**src/core/cfg_loader_pkg.sv**
```systemverilog
// Constants, states and defaults for the configuration loader.
// Assumes one 50 MHz core clock; oscillators arrive as pins.
`default_nettype none

package cfg_loader_pkg;

  // Staged store geometry: ten banks of 26 bits
  localparam int BANKS = 10;
  localparam int WORD_W = 26;
  localparam int IDX_W = 4;
  localparam logic [IDX_W-1:0] LAST_IDX = 4'h9;
  localparam logic [9:0] FUSE_LOAD_ALL = 10'h3ff;

  // Target address field in word 0
  localparam logic [IDX_W-1:0] CFG_WORD = 4'h0;
  localparam int ADDR_LSB = 0;
  localparam int ADDR_MSB = 2;
  localparam int BTN_MODE_BIT = 3;
  localparam logic ADDR_BIT3 = 1'b1;
  localparam logic [2:0] ADDR_UPPER = 3'h0;
  localparam logic [6:0] ADDR_MIN = 7'h08;
  localparam logic [6:0] ADDR_MAX = 7'h0f;

  // Factory default contents
  localparam logic [WORD_W-1:0] DEF_CFG = 26'h0000000;
  localparam logic [WORD_W-1:0] DEF_OTHER = 26'h0000001;

  // Oscillator trim
  localparam int TRIM_W = 6;
  localparam logic [TRIM_W-1:0] TRIM_RESET = 6'h20;

  // Clock rates and divisions
  localparam int FAST_OSC_HZ = 16000000;
  localparam int SLOW_TICK_HZ = 32000;
  localparam int SW_CLK_HZ = 2000000;
  localparam int DIV32 = FAST_OSC_HZ / SLOW_TICK_HZ;
  localparam int DIV_SW_HALF = FAST_OSC_HZ / SW_CLK_HZ / 2;
  localparam logic [8:0] DIV32_LAST = 9'(DIV32 - 1);
  localparam logic [1:0] SW_LAST = 2'(DIV_SW_HALF - 1);

  // Long button press
  localparam int HOLD_TIME_MS = 4000;
  localparam int HOLD_TICKS = HOLD_TIME_MS * (SLOW_TICK_HZ / 1000);

  // Synchronised pin positions
  localparam int PIN_N = 6;
  localparam int P_VIN = 0;
  localparam int P_SEL = 1;
  localparam int P_BTN = 2;
  localparam int P_UV = 3;
  localparam int P_FAST = 4;
  localparam int P_SLOW = 5;

  typedef enum logic [2:0] {
    ST_IDLE = 3'h0,
    ST_CLEAR = 3'h1,
    ST_SELECT = 3'h2,
    ST_LOAD_DEF = 3'h3,
    ST_LOAD_FUSE = 3'h4,
    ST_READY = 3'h5
  } load_state_e;

  typedef enum logic [1:0] {
    SRC_NONE = 2'h0,
    SRC_FUSE = 2'h1,
    SRC_STAGED = 2'h2,
    SRC_DEFAULT = 2'h3
  } cfg_src_e;

  function automatic logic [WORD_W-1:0] default_word(
      input logic [IDX_W-1:0] idx);
    default_word = (idx == CFG_WORD) ? DEF_CFG : DEF_OTHER;
  endfunction : default_word

endpackage : cfg_loader_pkg

`default_nettype wire

```
**src/core/staged_mem.sv**
```systemverilog
// Staged configuration store, one write and one read port.
// Assumes writer keeps addresses inside the bank range.
`timescale 1ns/1ps
`default_nettype none

module staged_mem (
  input wire logic clk,
  input wire logic rst_n,
  input wire logic wr_en,
  input wire logic [cfg_loader_pkg::IDX_W-1:0] wr_addr,
  input wire logic [cfg_loader_pkg::WORD_W-1:0] wr_data,
  input wire logic [cfg_loader_pkg::IDX_W-1:0] rd_addr,
  output logic [cfg_loader_pkg::WORD_W-1:0] rd_data
);

  logic [cfg_loader_pkg::WORD_W-1:0] mem [0:cfg_loader_pkg::BANKS-1];
  wire rd_ok = rd_addr <= cfg_loader_pkg::LAST_IDX;
  wire wr_ok = wr_addr <= cfg_loader_pkg::LAST_IDX;

  // Storage array
  always_ff @(posedge clk) begin
    if (wr_en && wr_ok) begin
      mem[wr_addr] <= wr_data;
    end
  end

  // Registered read, zero outside the banks
  always_ff @(posedge clk or negedge rst_n) begin
    if (!rst_n) begin
      rd_data <= '0;
    end else begin
      rd_data <= rd_ok ? mem[rd_addr] : '0;
    end
  end

endmodule : staged_mem

`default_nettype wire

```
**src/core/otp_config_source_loader.sv**
```systemverilog
// Power-up configuration loader: clear, pick source, fill store; a kept start skips all three.
// Assumes pins are asynchronous and control ports are on MCLK.
`timescale 1ns/1ps
`default_nettype none

module otp_config_source_loader #(
  parameter int HOLD_TICKS = cfg_loader_pkg::HOLD_TICKS
) (
  input wire logic MCLK,
  input wire logic RESETN,
  input wire logic VIN_VALID,
  input wire logic SUPPLY_SELECT_PIN,
  input wire logic POWER_BUTTON,
  input wire logic VIN_ABOVE_UV,
  input wire logic FAST_OSC,
  input wire logic SLOW_OSC,
  input wire logic ALL_SLEEP,
  input wire logic ALL_PFM,
  input wire logic ON_STATE,
  input wire logic CTRL_WR,
  input wire logic CTRL_KEEP_STAGED_CONFIG,
  input wire logic CTRL_FUSE_LOAD_SELECT,
  input wire logic CTRL_ECC_SELECT,
  input wire logic [9:0] CTRL_FUSE_LOAD_BITS,
  input wire logic TRIM_WR,
  input wire logic [cfg_loader_pkg::TRIM_W-1:0] TRIM_WDATA,
  output logic [cfg_loader_pkg::TRIM_W-1:0] TRIM_CODE,
  input wire logic HOST_WR,
  input wire logic [cfg_loader_pkg::IDX_W-1:0] HOST_ADDR,
  input wire logic [cfg_loader_pkg::WORD_W-1:0] HOST_WDATA,
  output logic FUSE_RD_EN,
  output logic [cfg_loader_pkg::IDX_W-1:0] FUSE_RD_BANK,
  input wire logic [cfg_loader_pkg::WORD_W-1:0] FUSE_RAW_DATA,
  input wire logic [cfg_loader_pkg::WORD_W-1:0] FUSE_CORR_DATA,
  input wire logic FUSE_ECC_PROGRAMMED,
  input wire logic [cfg_loader_pkg::IDX_W-1:0] SEQ_RD_ADDR,
  output logic [cfg_loader_pkg::WORD_W-1:0] SEQ_RD_DATA,
  output logic CONFIG_READY,
  output logic [1:0] CONFIG_SOURCE,
  output logic [3:0] TARGET_ADDR_FIELD,
  output logic [6:0] TARGET_ADDR,
  output logic POWER_BUTTON_MODE,
  output logic START_SEQ,
  output logic TURN_OFF,
  output logic TIMEBASE_TICK,
  output logic DEBOUNCE_TICK,
  output logic IRQ_DEBOUNCE_TICK,
  output logic LOW_INPUT_IRQ_TICK,
  output logic POWER_BUTTON_IRQ_TICK,
  output logic SWITCH_CLK
);

  ////////////////////////////////////////////////////////////////////
  // Pin synchronisers

  localparam int N = cfg_loader_pkg::PIN_N;
  logic [N-1:0] s1;
  logic [N-1:0] s2;
  logic [N-1:0] s3;
  logic [N-1:0] pin;
  logic [N-1:0] pin_q;

  wire [N-1:0] pin_raw = {SLOW_OSC, FAST_OSC, VIN_ABOVE_UV,
                          POWER_BUTTON, SUPPLY_SELECT_PIN, VIN_VALID};
  wire [N-1:0] agree = ~(s2 ^ s3);

  // Three stages, change taken once second and third agree
  always_ff @(posedge MCLK or negedge RESETN) begin
    if (!RESETN) begin
      s1 <= '0;
      s2 <= '0;
      s3 <= '0;
      pin <= '0;
      pin_q <= '0;
    end else begin
      s1 <= pin_raw;
      s2 <= s1;
      s3 <= s2;
      pin <= (s3 & agree) | (pin & ~agree);
      pin_q <= pin;
    end
  end

  wire vin = pin[cfg_loader_pkg::P_VIN];
  wire sel_pin = pin[cfg_loader_pkg::P_SEL];
  wire btn = pin[cfg_loader_pkg::P_BTN];
  wire vin_rise = vin & ~pin_q[cfg_loader_pkg::P_VIN];
  wire btn_rise = btn & ~pin_q[cfg_loader_pkg::P_BTN];
  wire btn_fall = ~btn & pin_q[cfg_loader_pkg::P_BTN];
  // Fast oscillator levels last only one or two samples: edge from stages
  wire fast_rise = s2[cfg_loader_pkg::P_FAST] &
                   ~s3[cfg_loader_pkg::P_FAST];
  wire slow_rise = pin[cfg_loader_pkg::P_SLOW] &
                   ~pin_q[cfg_loader_pkg::P_SLOW];

  ////////////////////////////////////////////////////////////////////
  // Load control bits and trim

  logic keep;
  logic fuse_sel;
  logic ecc_sel;
  logic [9:0] load_bits;

  // Keep bit comes up clear after reset
  always_ff @(posedge MCLK or negedge RESETN) begin
    if (!RESETN) begin
      keep <= 1'b0;
      fuse_sel <= 1'b0;
      ecc_sel <= 1'b0;
      load_bits <= '0;
    end else if (CTRL_WR) begin
      keep <= CTRL_KEEP_STAGED_CONFIG;
      fuse_sel <= CTRL_FUSE_LOAD_SELECT;
      ecc_sel <= CTRL_ECC_SELECT;
      load_bits <= CTRL_FUSE_LOAD_BITS;
    end
  end

  // Writable oscillator trim
  always_ff @(posedge MCLK or negedge RESETN) begin
    if (!RESETN) begin
      TRIM_CODE <= cfg_loader_pkg::TRIM_RESET;
    end else if (TRIM_WR) begin
      TRIM_CODE <= TRIM_WDATA;
    end
  end

  ////////////////////////////////////////////////////////////////////
  // Load sequencer

  cfg_loader_pkg::load_state_e state;
  cfg_loader_pkg::load_state_e next_state;
  cfg_loader_pkg::cfg_src_e src;
  cfg_loader_pkg::cfg_src_e next_src;
  logic [cfg_loader_pkg::IDX_W-1:0] idx;
  logic fuse_pend;
  logic [cfg_loader_pkg::IDX_W-1:0] fuse_widx;

  wire at_last = idx == cfg_loader_pkg::LAST_IDX;
  wire fuses_armed = fuse_sel &
                     (load_bits == cfg_loader_pkg::FUSE_LOAD_ALL);
  wire keep_path = ~sel_pin & keep;
  wire use_corr = ecc_sel & FUSE_ECC_PROGRAMMED;

  // Source picked once, right after the clear
  assign next_src =
    sel_pin ? cfg_loader_pkg::SRC_DEFAULT :
    keep ? cfg_loader_pkg::SRC_STAGED :
    fuses_armed ? cfg_loader_pkg::SRC_FUSE :
    cfg_loader_pkg::SRC_NONE;

  // Next state decode
  always_comb begin
    next_state = state;
    unique case (state)
      cfg_loader_pkg::ST_IDLE: begin
        if (vin_rise && keep_path) begin
          next_state = cfg_loader_pkg::ST_READY;
        end else if (vin_rise) begin
          next_state = cfg_loader_pkg::ST_CLEAR;
        end
      end
      cfg_loader_pkg::ST_CLEAR: begin
        if (at_last) begin
          next_state = cfg_loader_pkg::ST_SELECT;
        end
      end
      cfg_loader_pkg::ST_SELECT: begin
        unique case (next_src)
          cfg_loader_pkg::SRC_DEFAULT:
            next_state = cfg_loader_pkg::ST_LOAD_DEF;
          cfg_loader_pkg::SRC_FUSE:
            next_state = cfg_loader_pkg::ST_LOAD_FUSE;
          cfg_loader_pkg::SRC_STAGED,
          cfg_loader_pkg::SRC_NONE:
            next_state = cfg_loader_pkg::ST_READY;
        endcase
      end
      cfg_loader_pkg::ST_LOAD_DEF: begin
        if (at_last) begin
          next_state = cfg_loader_pkg::ST_READY;
        end
      end
      cfg_loader_pkg::ST_LOAD_FUSE: begin
        if (fuse_pend && fuse_widx == cfg_loader_pkg::LAST_IDX) begin
          next_state = cfg_loader_pkg::ST_READY;
        end
      end
      cfg_loader_pkg::ST_READY: begin
      end
      default: begin
        next_state = cfg_loader_pkg::ST_IDLE;
      end
    endcase
    if (!vin) begin
      next_state = cfg_loader_pkg::ST_IDLE;
    end
  end

  wire issue_rd = (state == cfg_loader_pkg::ST_LOAD_FUSE) &
                  ~(fuse_pend & (fuse_widx == idx));

  // State, source and bank index
  always_ff @(posedge MCLK or negedge RESETN) begin
    if (!RESETN) begin
      state <= cfg_loader_pkg::ST_IDLE;
      src <= cfg_loader_pkg::SRC_NONE;
      idx <= '0;
    end else begin
      state <= next_state;
      if (state == cfg_loader_pkg::ST_SELECT) begin
        src <= next_src;
      end else if (state == cfg_loader_pkg::ST_IDLE && vin_rise) begin
        src <= cfg_loader_pkg::SRC_STAGED;
      end
      if (next_state != state) begin
        idx <= '0;
      end else if (!at_last) begin
        idx <= idx + 4'h1;
      end
    end
  end

  // Fuse bank read, data written one cycle later
  always_ff @(posedge MCLK or negedge RESETN) begin
    if (!RESETN) begin
      fuse_pend <= 1'b0;
      fuse_widx <= '0;
    end else begin
      fuse_pend <= issue_rd & vin;
      fuse_widx <= idx;
    end
  end

  assign FUSE_RD_EN = issue_rd & vin;
  assign FUSE_RD_BANK = idx;

  ////////////////////////////////////////////////////////////////////
  // Staged store write port

  wire in_ready = state == cfg_loader_pkg::ST_READY;
  wire wr_clear = state == cfg_loader_pkg::ST_CLEAR;
  wire wr_def = state == cfg_loader_pkg::ST_LOAD_DEF;
  wire wr_host = in_ready & vin & HOST_WR &
                 (HOST_ADDR <= cfg_loader_pkg::LAST_IDX);
  wire [cfg_loader_pkg::WORD_W-1:0] fuse_word =
    use_corr ? FUSE_CORR_DATA : FUSE_RAW_DATA;

  wire mem_wr = wr_clear | wr_def | fuse_pend | wr_host;
  wire [cfg_loader_pkg::IDX_W-1:0] mem_waddr =
    fuse_pend ? fuse_widx : (wr_host ? HOST_ADDR : idx);
  wire [cfg_loader_pkg::WORD_W-1:0] mem_wdata =
    wr_clear ? '0 :
    wr_def ? cfg_loader_pkg::default_word(idx) :
    fuse_pend ? fuse_word :
    HOST_WDATA;

  staged_mem u_mem (
    .clk(MCLK),
    .rst_n(RESETN),
    .wr_en(mem_wr),
    .wr_addr(mem_waddr),
    .wr_data(mem_wdata),
    .rd_addr(SEQ_RD_ADDR),
    .rd_data(SEQ_RD_DATA)
  );

  // Sequencer may read only after the load finished
  assign CONFIG_READY = in_ready;
  assign CONFIG_SOURCE = src;

  ////////////////////////////////////////////////////////////////////
  // Shadow of word 0: target address and button mode

  logic [2:0] addr_low;
  wire cfg_wr = mem_wr & (mem_waddr == cfg_loader_pkg::CFG_WORD);

  always_ff @(posedge MCLK or negedge RESETN) begin
    if (!RESETN) begin
      addr_low <= '0;
      POWER_BUTTON_MODE <= 1'b0;
    end else if (cfg_wr) begin
      addr_low <= mem_wdata[cfg_loader_pkg::ADDR_MSB:
                            cfg_loader_pkg::ADDR_LSB];
      POWER_BUTTON_MODE <= mem_wdata[cfg_loader_pkg::BTN_MODE_BIT];
    end
  end

  // Bit 3 forced, low bits map straight through
  assign TARGET_ADDR_FIELD = {cfg_loader_pkg::ADDR_BIT3,
                              addr_low};
  assign TARGET_ADDR = {cfg_loader_pkg::ADDR_UPPER,
                        TARGET_ADDR_FIELD};

  ////////////////////////////////////////////////////////////////////
  // Clock ticks

  logic [8:0] div32;
  logic [1:0] div_sw;
  logic fast_tick;
  logic slow_tick;

  // Divide fast oscillator edges to 32 kHz and 2 MHz
  always_ff @(posedge MCLK or negedge RESETN) begin
    if (!RESETN) begin
      div32 <= '0;
      div_sw <= '0;
      fast_tick <= 1'b0;
      slow_tick <= 1'b0;
      SWITCH_CLK <= 1'b0;
    end else begin
      slow_tick <= slow_rise;
      fast_tick <= fast_rise & (div32 == cfg_loader_pkg::DIV32_LAST);
      if (fast_rise) begin
        div32 <= (div32 == cfg_loader_pkg::DIV32_LAST) ?
                 '0 : div32 + 9'h1;
        div_sw <= div_sw + 2'h1;
        if (div_sw == cfg_loader_pkg::SW_LAST) begin
          SWITCH_CLK <= ~SWITCH_CLK;
        end
      end
    end
  end

  // Timebase untrimmed only in its three cases; low-input and button IRQ ticks always untrimmed
  wire use_slow = ~pin[cfg_loader_pkg::P_UV] |
                  ALL_SLEEP | ALL_PFM;
  assign TIMEBASE_TICK = use_slow ? slow_tick : fast_tick;
  assign DEBOUNCE_TICK = POWER_BUTTON_MODE ?
                         fast_tick : TIMEBASE_TICK;
  assign IRQ_DEBOUNCE_TICK = (ON_STATE & ~use_slow) ?
                             fast_tick : slow_tick;
  assign LOW_INPUT_IRQ_TICK = slow_tick;
  assign POWER_BUTTON_IRQ_TICK = slow_tick;

  ////////////////////////////////////////////////////////////////////
  // Power button and start request

  // First tick after the press is partial, so one extra tick is counted
  localparam logic [16:0] HOLD_LAST = 17'(HOLD_TICKS);
  logic [16:0] hold_cnt;
  logic held;

  wire edge_mode = POWER_BUTTON_MODE;
  wire turn_on = edge_mode ? btn_fall : btn_rise;
  wire eff_staged = keep_path;
  wire start_ok = in_ready & vin &
                  (eff_staged | (src != cfg_loader_pkg::SRC_NONE));

  // Count debounce ticks while held low in edge mode
  always_ff @(posedge MCLK or negedge RESETN) begin
    if (!RESETN) begin
      hold_cnt <= '0;
      held <= 1'b0;
    end else if (!edge_mode || btn) begin
      hold_cnt <= '0;
      held <= 1'b0;
    end else if (DEBOUNCE_TICK && !held) begin
      hold_cnt <= hold_cnt + 17'h1;
      held <= hold_cnt == HOLD_LAST;
    end
  end

  // One-cycle start and stop requests
  always_ff @(posedge MCLK or negedge RESETN) begin
    if (!RESETN) begin
      START_SEQ <= 1'b0;
      TURN_OFF <= 1'b0;
    end else begin
      START_SEQ <= turn_on & start_ok;
      TURN_OFF <= edge_mode ?
                  (DEBOUNCE_TICK & ~held & edge_mode & ~btn &
                   (hold_cnt == HOLD_LAST)) :
                  btn_fall;
    end
  end

  ////////////////////////////////////////////////////////////////////
  // Assertions

  // Bit 3 stays one, low bits follow the last word 0 write
  a_addr_bit3: assert property (@(posedge MCLK) disable iff (!RESETN)
    cfg_wr |=> TARGET_ADDR_FIELD == {cfg_loader_pkg::ADDR_BIT3,
      $past(mem_wdata[cfg_loader_pkg::ADDR_MSB:
                      cfg_loader_pkg::ADDR_LSB])})
    else $error("address field not loaded from word 0");

  a_addr_range: assert property (@(posedge MCLK) disable iff (!RESETN)
    TARGET_ADDR >= 7'h08 && TARGET_ADDR <= 7'h0f)
    else $error("target address out of range");

  a_clear_first: assert property (@(posedge MCLK)
    disable iff (!RESETN)
    $rose(state == cfg_loader_pkg::ST_SELECT) |->
      $past(state == cfg_loader_pkg::ST_CLEAR, 1) &&
      $past(mem_wr && mem_wdata == '0, 1))
    else $error("select without clear");

  a_default_load: assert property (@(posedge MCLK)
    disable iff (!RESETN)
    (state == cfg_loader_pkg::ST_SELECT && sel_pin && vin) |=>
      state == cfg_loader_pkg::ST_LOAD_DEF)
    else $error("default not loaded");

  a_fuse_load: assert property (@(posedge MCLK) disable iff (!RESETN)
    (state == cfg_loader_pkg::ST_SELECT && !sel_pin && !keep &&
     fuses_armed && vin) |=>
      state == cfg_loader_pkg::ST_LOAD_FUSE ##1 FUSE_RD_EN)
    else $error("fuse load not started");

  a_none_zero: assert property (@(posedge MCLK) disable iff (!RESETN)
    (state == cfg_loader_pkg::ST_SELECT && !sel_pin && !keep &&
     !fuse_sel && vin) |=>
      in_ready && src == cfg_loader_pkg::SRC_NONE)
    else $error("store not left at zero");

  // Only a host write may touch the store right after a kept start
  a_keep_path: assert property (@(posedge MCLK) disable iff (!RESETN)
    (state == cfg_loader_pkg::ST_IDLE && vin_rise && keep_path) |=>
      in_ready && (!mem_wr || wr_host))
    else $error("staged contents overwritten");

  a_start_gate: assert property (@(posedge MCLK) disable iff (!RESETN)
    START_SEQ |->
      $past(in_ready && vin &&
            (keep_path || src != cfg_loader_pkg::SRC_NONE), 1))
    else $error("start without ready store");

  a_fuse_write: assert property (@(posedge MCLK) disable iff (!RESETN)
    FUSE_RD_EN |=> mem_wr && mem_waddr == $past(FUSE_RD_BANK))
    else $error("fuse bank not written");

endmodule : otp_config_source_loader

`default_nettype wire

```
**config.mk**
```make
export PLATFORM = sky130hd
export DESIGN_NAME = otp_config_source_loader
export DESIGN_NICKNAME = d
export VERILOG_FILES = /design/src/core/cfg_loader_pkg.sv /design/src/core/staged_mem.sv /design/src/core/otp_config_source_loader.sv
export SDC_FILE = /design/constraint.sdc
export NUM_CORES = 1
export LEC_CHECK = 0
export CORE_MARGIN = 5
export CORE_UTILIZATION = 50
export DETAILED_ROUTE_END_ITERATION = 7
export DONT_BUFFER_PORTS = 1
export PLACE_DENSITY_LB_ADDON = 0.3
export SKIP_LAST_GASP = 1
export SYNTH_ARGS = -nofsm -noshare
export SYNTH_HDL_FRONTEND = slang
export SYNTH_SLANG_ARGS = --single-unit
```
**constraint.sdc**
```tcl
create_clock -name MCLK -period 5.79 [get_ports MCLK]
set_clock_uncertainty 0.2 [all_clocks]
set_input_delay 1.158 -clock MCLK [delete_from_list [all_inputs] [get_ports MCLK]]
set_output_delay 1.158 -clock MCLK [all_outputs]
set_load 0.05 [all_outputs]
```
==> results.md <==
- Status: finished, final reports clean
- VDD IR-drop max: 0.0002574 V
- Initial antenna violation count: 0
- Placed cells: 1312
- CTS tree: built
- CORE AREA: 30750 µm²
- GRT overflow: 0
- CP delay by family, top: compound AO/OA/AOI/OAI gates
- CP max FO: 9
- Root buf cell: clkbuf_16
- IO Port Bufs: 0
- WS Path Type: reg -> out
- Final Hold Vio Count: 0
- Clock power share: 0.379
- # IOs: 180
- Final setup fails: 0
- Mapped Cells: 960
- Post-CTS Setup Inserts: 0
- Main synth FF type: edfxtp_1
- Synth unique cells: 70
- Worst Hold Class: in -> async
- Worst Tran Pin Value: 1256 ps
- Worst path required time: 4430 ps
- Largest net degree at the start of global routing: 124
- WP data arrival: 2610 ps
- Clock Tree Buf Depth: 3
- Vias in the first global route: 8533
- Max-slew headroom: 0.1567
- Pint: 5070 µW
- First-pass GRT wire length: 49990 µm
- Share of cells above drive strength 1: 0.1970
- Clk sink count: 383
- P&R area growth vs syn: 11.11%
- Pins Over Slew Limit: 0
- Maximum clock frequency: 0.2520 GHz
- Routed vias: 8344
- DRT iter0 DRCs: 712
- DRT antenna net count: 0
- CP max stage delay: 950 ps
- Number of max-cap violations: 0
- Die height: 187.0 µm
- Fin nets: 1087
- Leakage: 0.006239 µW
- H-tree lvl count: 2
- Dpl hpwl: 18880 µm
- WHS: 141.7 ps
- Startpoint types: flip-flop
- Syn. warnings: 0
- Fin crit period: 3969 ps
- Setup TNS Final: 0 ps
- Routed vias/inst: 6.020
- Share of power burned in registers: 0.523
- Final WL: 31900 µm
- Initial core utilization: 0.5097
- Cts repair resizes: 0
- Cts hold-fix bufs: 0
- Post-synth EDFFs: 260
- Residual DRC: 0
- Total design power: 6846 µW
- CP endpoint kind: output pin
- GP Congestion: 0.7556
- Final Util: 0.5663
- Tcrit/Tclk final: 0.6855
- TritonRoute pass-1 iters: 5
- Synthesized area per cell: 16.33 µm²
- CTS Buf Count: 41
- FF-to-FF setup slack: 2370 ps
- Asr flop ratio synth: 0.3211
- Net switching power figure: 1775 µW
- Slowest stage cell on the critical path: a311oi_2
- Synthesis-stage register bit count: 383
- CP cell instances: xor2_1 > nor3_1 > a311oi_2
- Clock-pin slew on the worst setup and hold paths: 60 ps
- Worst-Skew Late Latency: 520 ps
- RSZ-0062 raised after global routing: no
- Die area: 34990 µm²
- Finished Layout Cells: 1386
- Pwr/cell area: 393.1 nW/µm²
- Number of diodes: 0
- Comb pwr share: 0.098
- Die X: 187.0 µm
- Net Sw Frac: 0.2594
- Sequential fraction of the synthesis area: 0.6946
- WL/cell: 23.01 µm
- Gr usage total: 0.1805
- CP bufs+invs: 0
- Row count: 64
- Synthesized area: 15670 µm²
Yosys cell counts, types with 4 or more instances:
master,number,area share
a2111oi_2,5,0.0048
a21oi_1,14,0.0045
a311oi_1,27,0.015
a31oi_1,4,0.0016
and3_1,6,0.0024
buf_1,11,0.0026
buf_2,12,0.0038
buf_4,9,0.0043
clkbuf_1,30,0.0072
dfrtp_1,122,0.19
edfxtp_1,260,0.50
ha_1,7,0.0056
inv_1,14,0.0034
maj3_1,5,0.0032
mux2_2,24,0.017
mux2_4,4,0.0038
mux2i_1,53,0.034
mux4_2,52,0.075
nand2_1,51,0.012
nand2b_1,7,0.0028
nand3_1,33,0.011
nand4_1,8,0.0032
nand4b_1,4,0.0022
nor2_1,63,0.015
nor2b_1,6,0.0024
nor3_1,7,0.0022
nor3b_1,5,0.0024
o21ai_0,5,0.0016
o22ai_1,26,0.010
xnor2_1,19,0.011
xor2_1,8,0.0045
kinds of logic after synthesis:
kind of cell / after synthesis / share of synthesized area
DFF: 383 / 0.6946
adders and majority gates: 12 / 0.008782
xor gates and xnor gates: 27 / 0.01509
AOI/OAI and AO/OA: 113 / 0.06043
other: 2 / 0.0004792
and+or+nand+nor: 211 / 0.06794
buffers and inverters: 79 / 0.02299
muxes: 133 / 0.1297
final cells by class:
type,instances,area (µm²)
clock buffers,57,1202
inverters,15,56.30
multi-input cells,501,4482
fillers,2379,13340
well taps,396,495.5
clock inverters,16,156.4
flip-flops and latches,383,10890
repair buffers,18,132.6
worst paths after layout:
path | from | end | cells after the start
worst max-delay path | FUSE_RD_BANK[2] | FUSE_RD_EN | 3
worst min-delay path | RESETN | u_mem.rd_data[25] | 0
worst max register to register | state[0] | u_mem.mem[9][24] | 6
worst min register to register | s1[5] | s2[5] | 0
max in group asynchronous | RESETN | fuse_pend | 0
min in group MCLK | s1[5] | s2[5] | 0
worst reg2reg max path: cells and delay by family, from the launching register on:
| family | cells | cell delay, ps |
|---|---|---|
| flops | 1 | 540 |
| buf+inv | 1 | 380 |
| compound gates | 2 | 530 |
| simple gates | 3 | 1430 |
cells in the final DEF (no fill, tap or decap), drive strengths merged, types with 7 or more instances in the layout:
master / n
nand3: 34
xnor2: 19
mux4: 52
inv: 17
a21oi: 14
clkinv: 11
nand4: 8
nand2b: 7
nor2: 63
xor2: 8
a2111oi: 7
a311oi: 28
o22ai: 26
edfxtp: 260
o21ai: 8
clkbuf: 57
nand2: 51
mux2: 28
mux2i: 53
nor3: 7
ha: 7
dfrtp: 122
buf: 18
stage by stage:
| stage | cell area [µm²] | worst slack, ps |
|---|---|---|
| after global placement | 16040 | 1933 |
| after floorplan | 15680 | 1108 |
| final | 17410 | 1821 |
| after global routing | 17410 | 1723 |
| after CTS | 17400 | 1787 |
| after detailed placement | 16040 | 1830 |
flip-flops by register name, indices dropped and copies added (netlist names), 2 cells and up, named ones only:
name           flops
fuse_widx          4
s2                 6
CONFIG_SOURCE      2
div32              9
pin_q              3
TRIM_CODE          6
load_bits         10
s1                 6
div_sw             2
s3                 6
state              3
u_mem.mem        260
u_mem.rd_data     26
FUSE_RD_BANK       4
addr_low           3
hold_cnt          17
power groups by stage:
stage | clock (µW) | combinational [µW] | sequential [µW]
2_1_floorplan | 0 | 598 | 3540
3_3_place_gp | 0 | 658 | 3630
3_5_place_dp | 0 | 675 | 3640
4_1_cts | 2650 | 678 | 3590
5_1_grt | 2780 | 744 | 3600
6_report | 2590 | 672 | 3580
routing by layer:
metal | wire length, µm | global-route usage | vias to the layer above
met4 | 514 | 0.03868 | 0
li1 | - | - | 3717
met5 | 0 | 0 | -
met2 | 15510 | 0.2921 | 303
met1 | 13420 | 0.2541 | 4285
met3 | 2456 | 0.04237 | 39
Power figures use the tool's default switching activity.
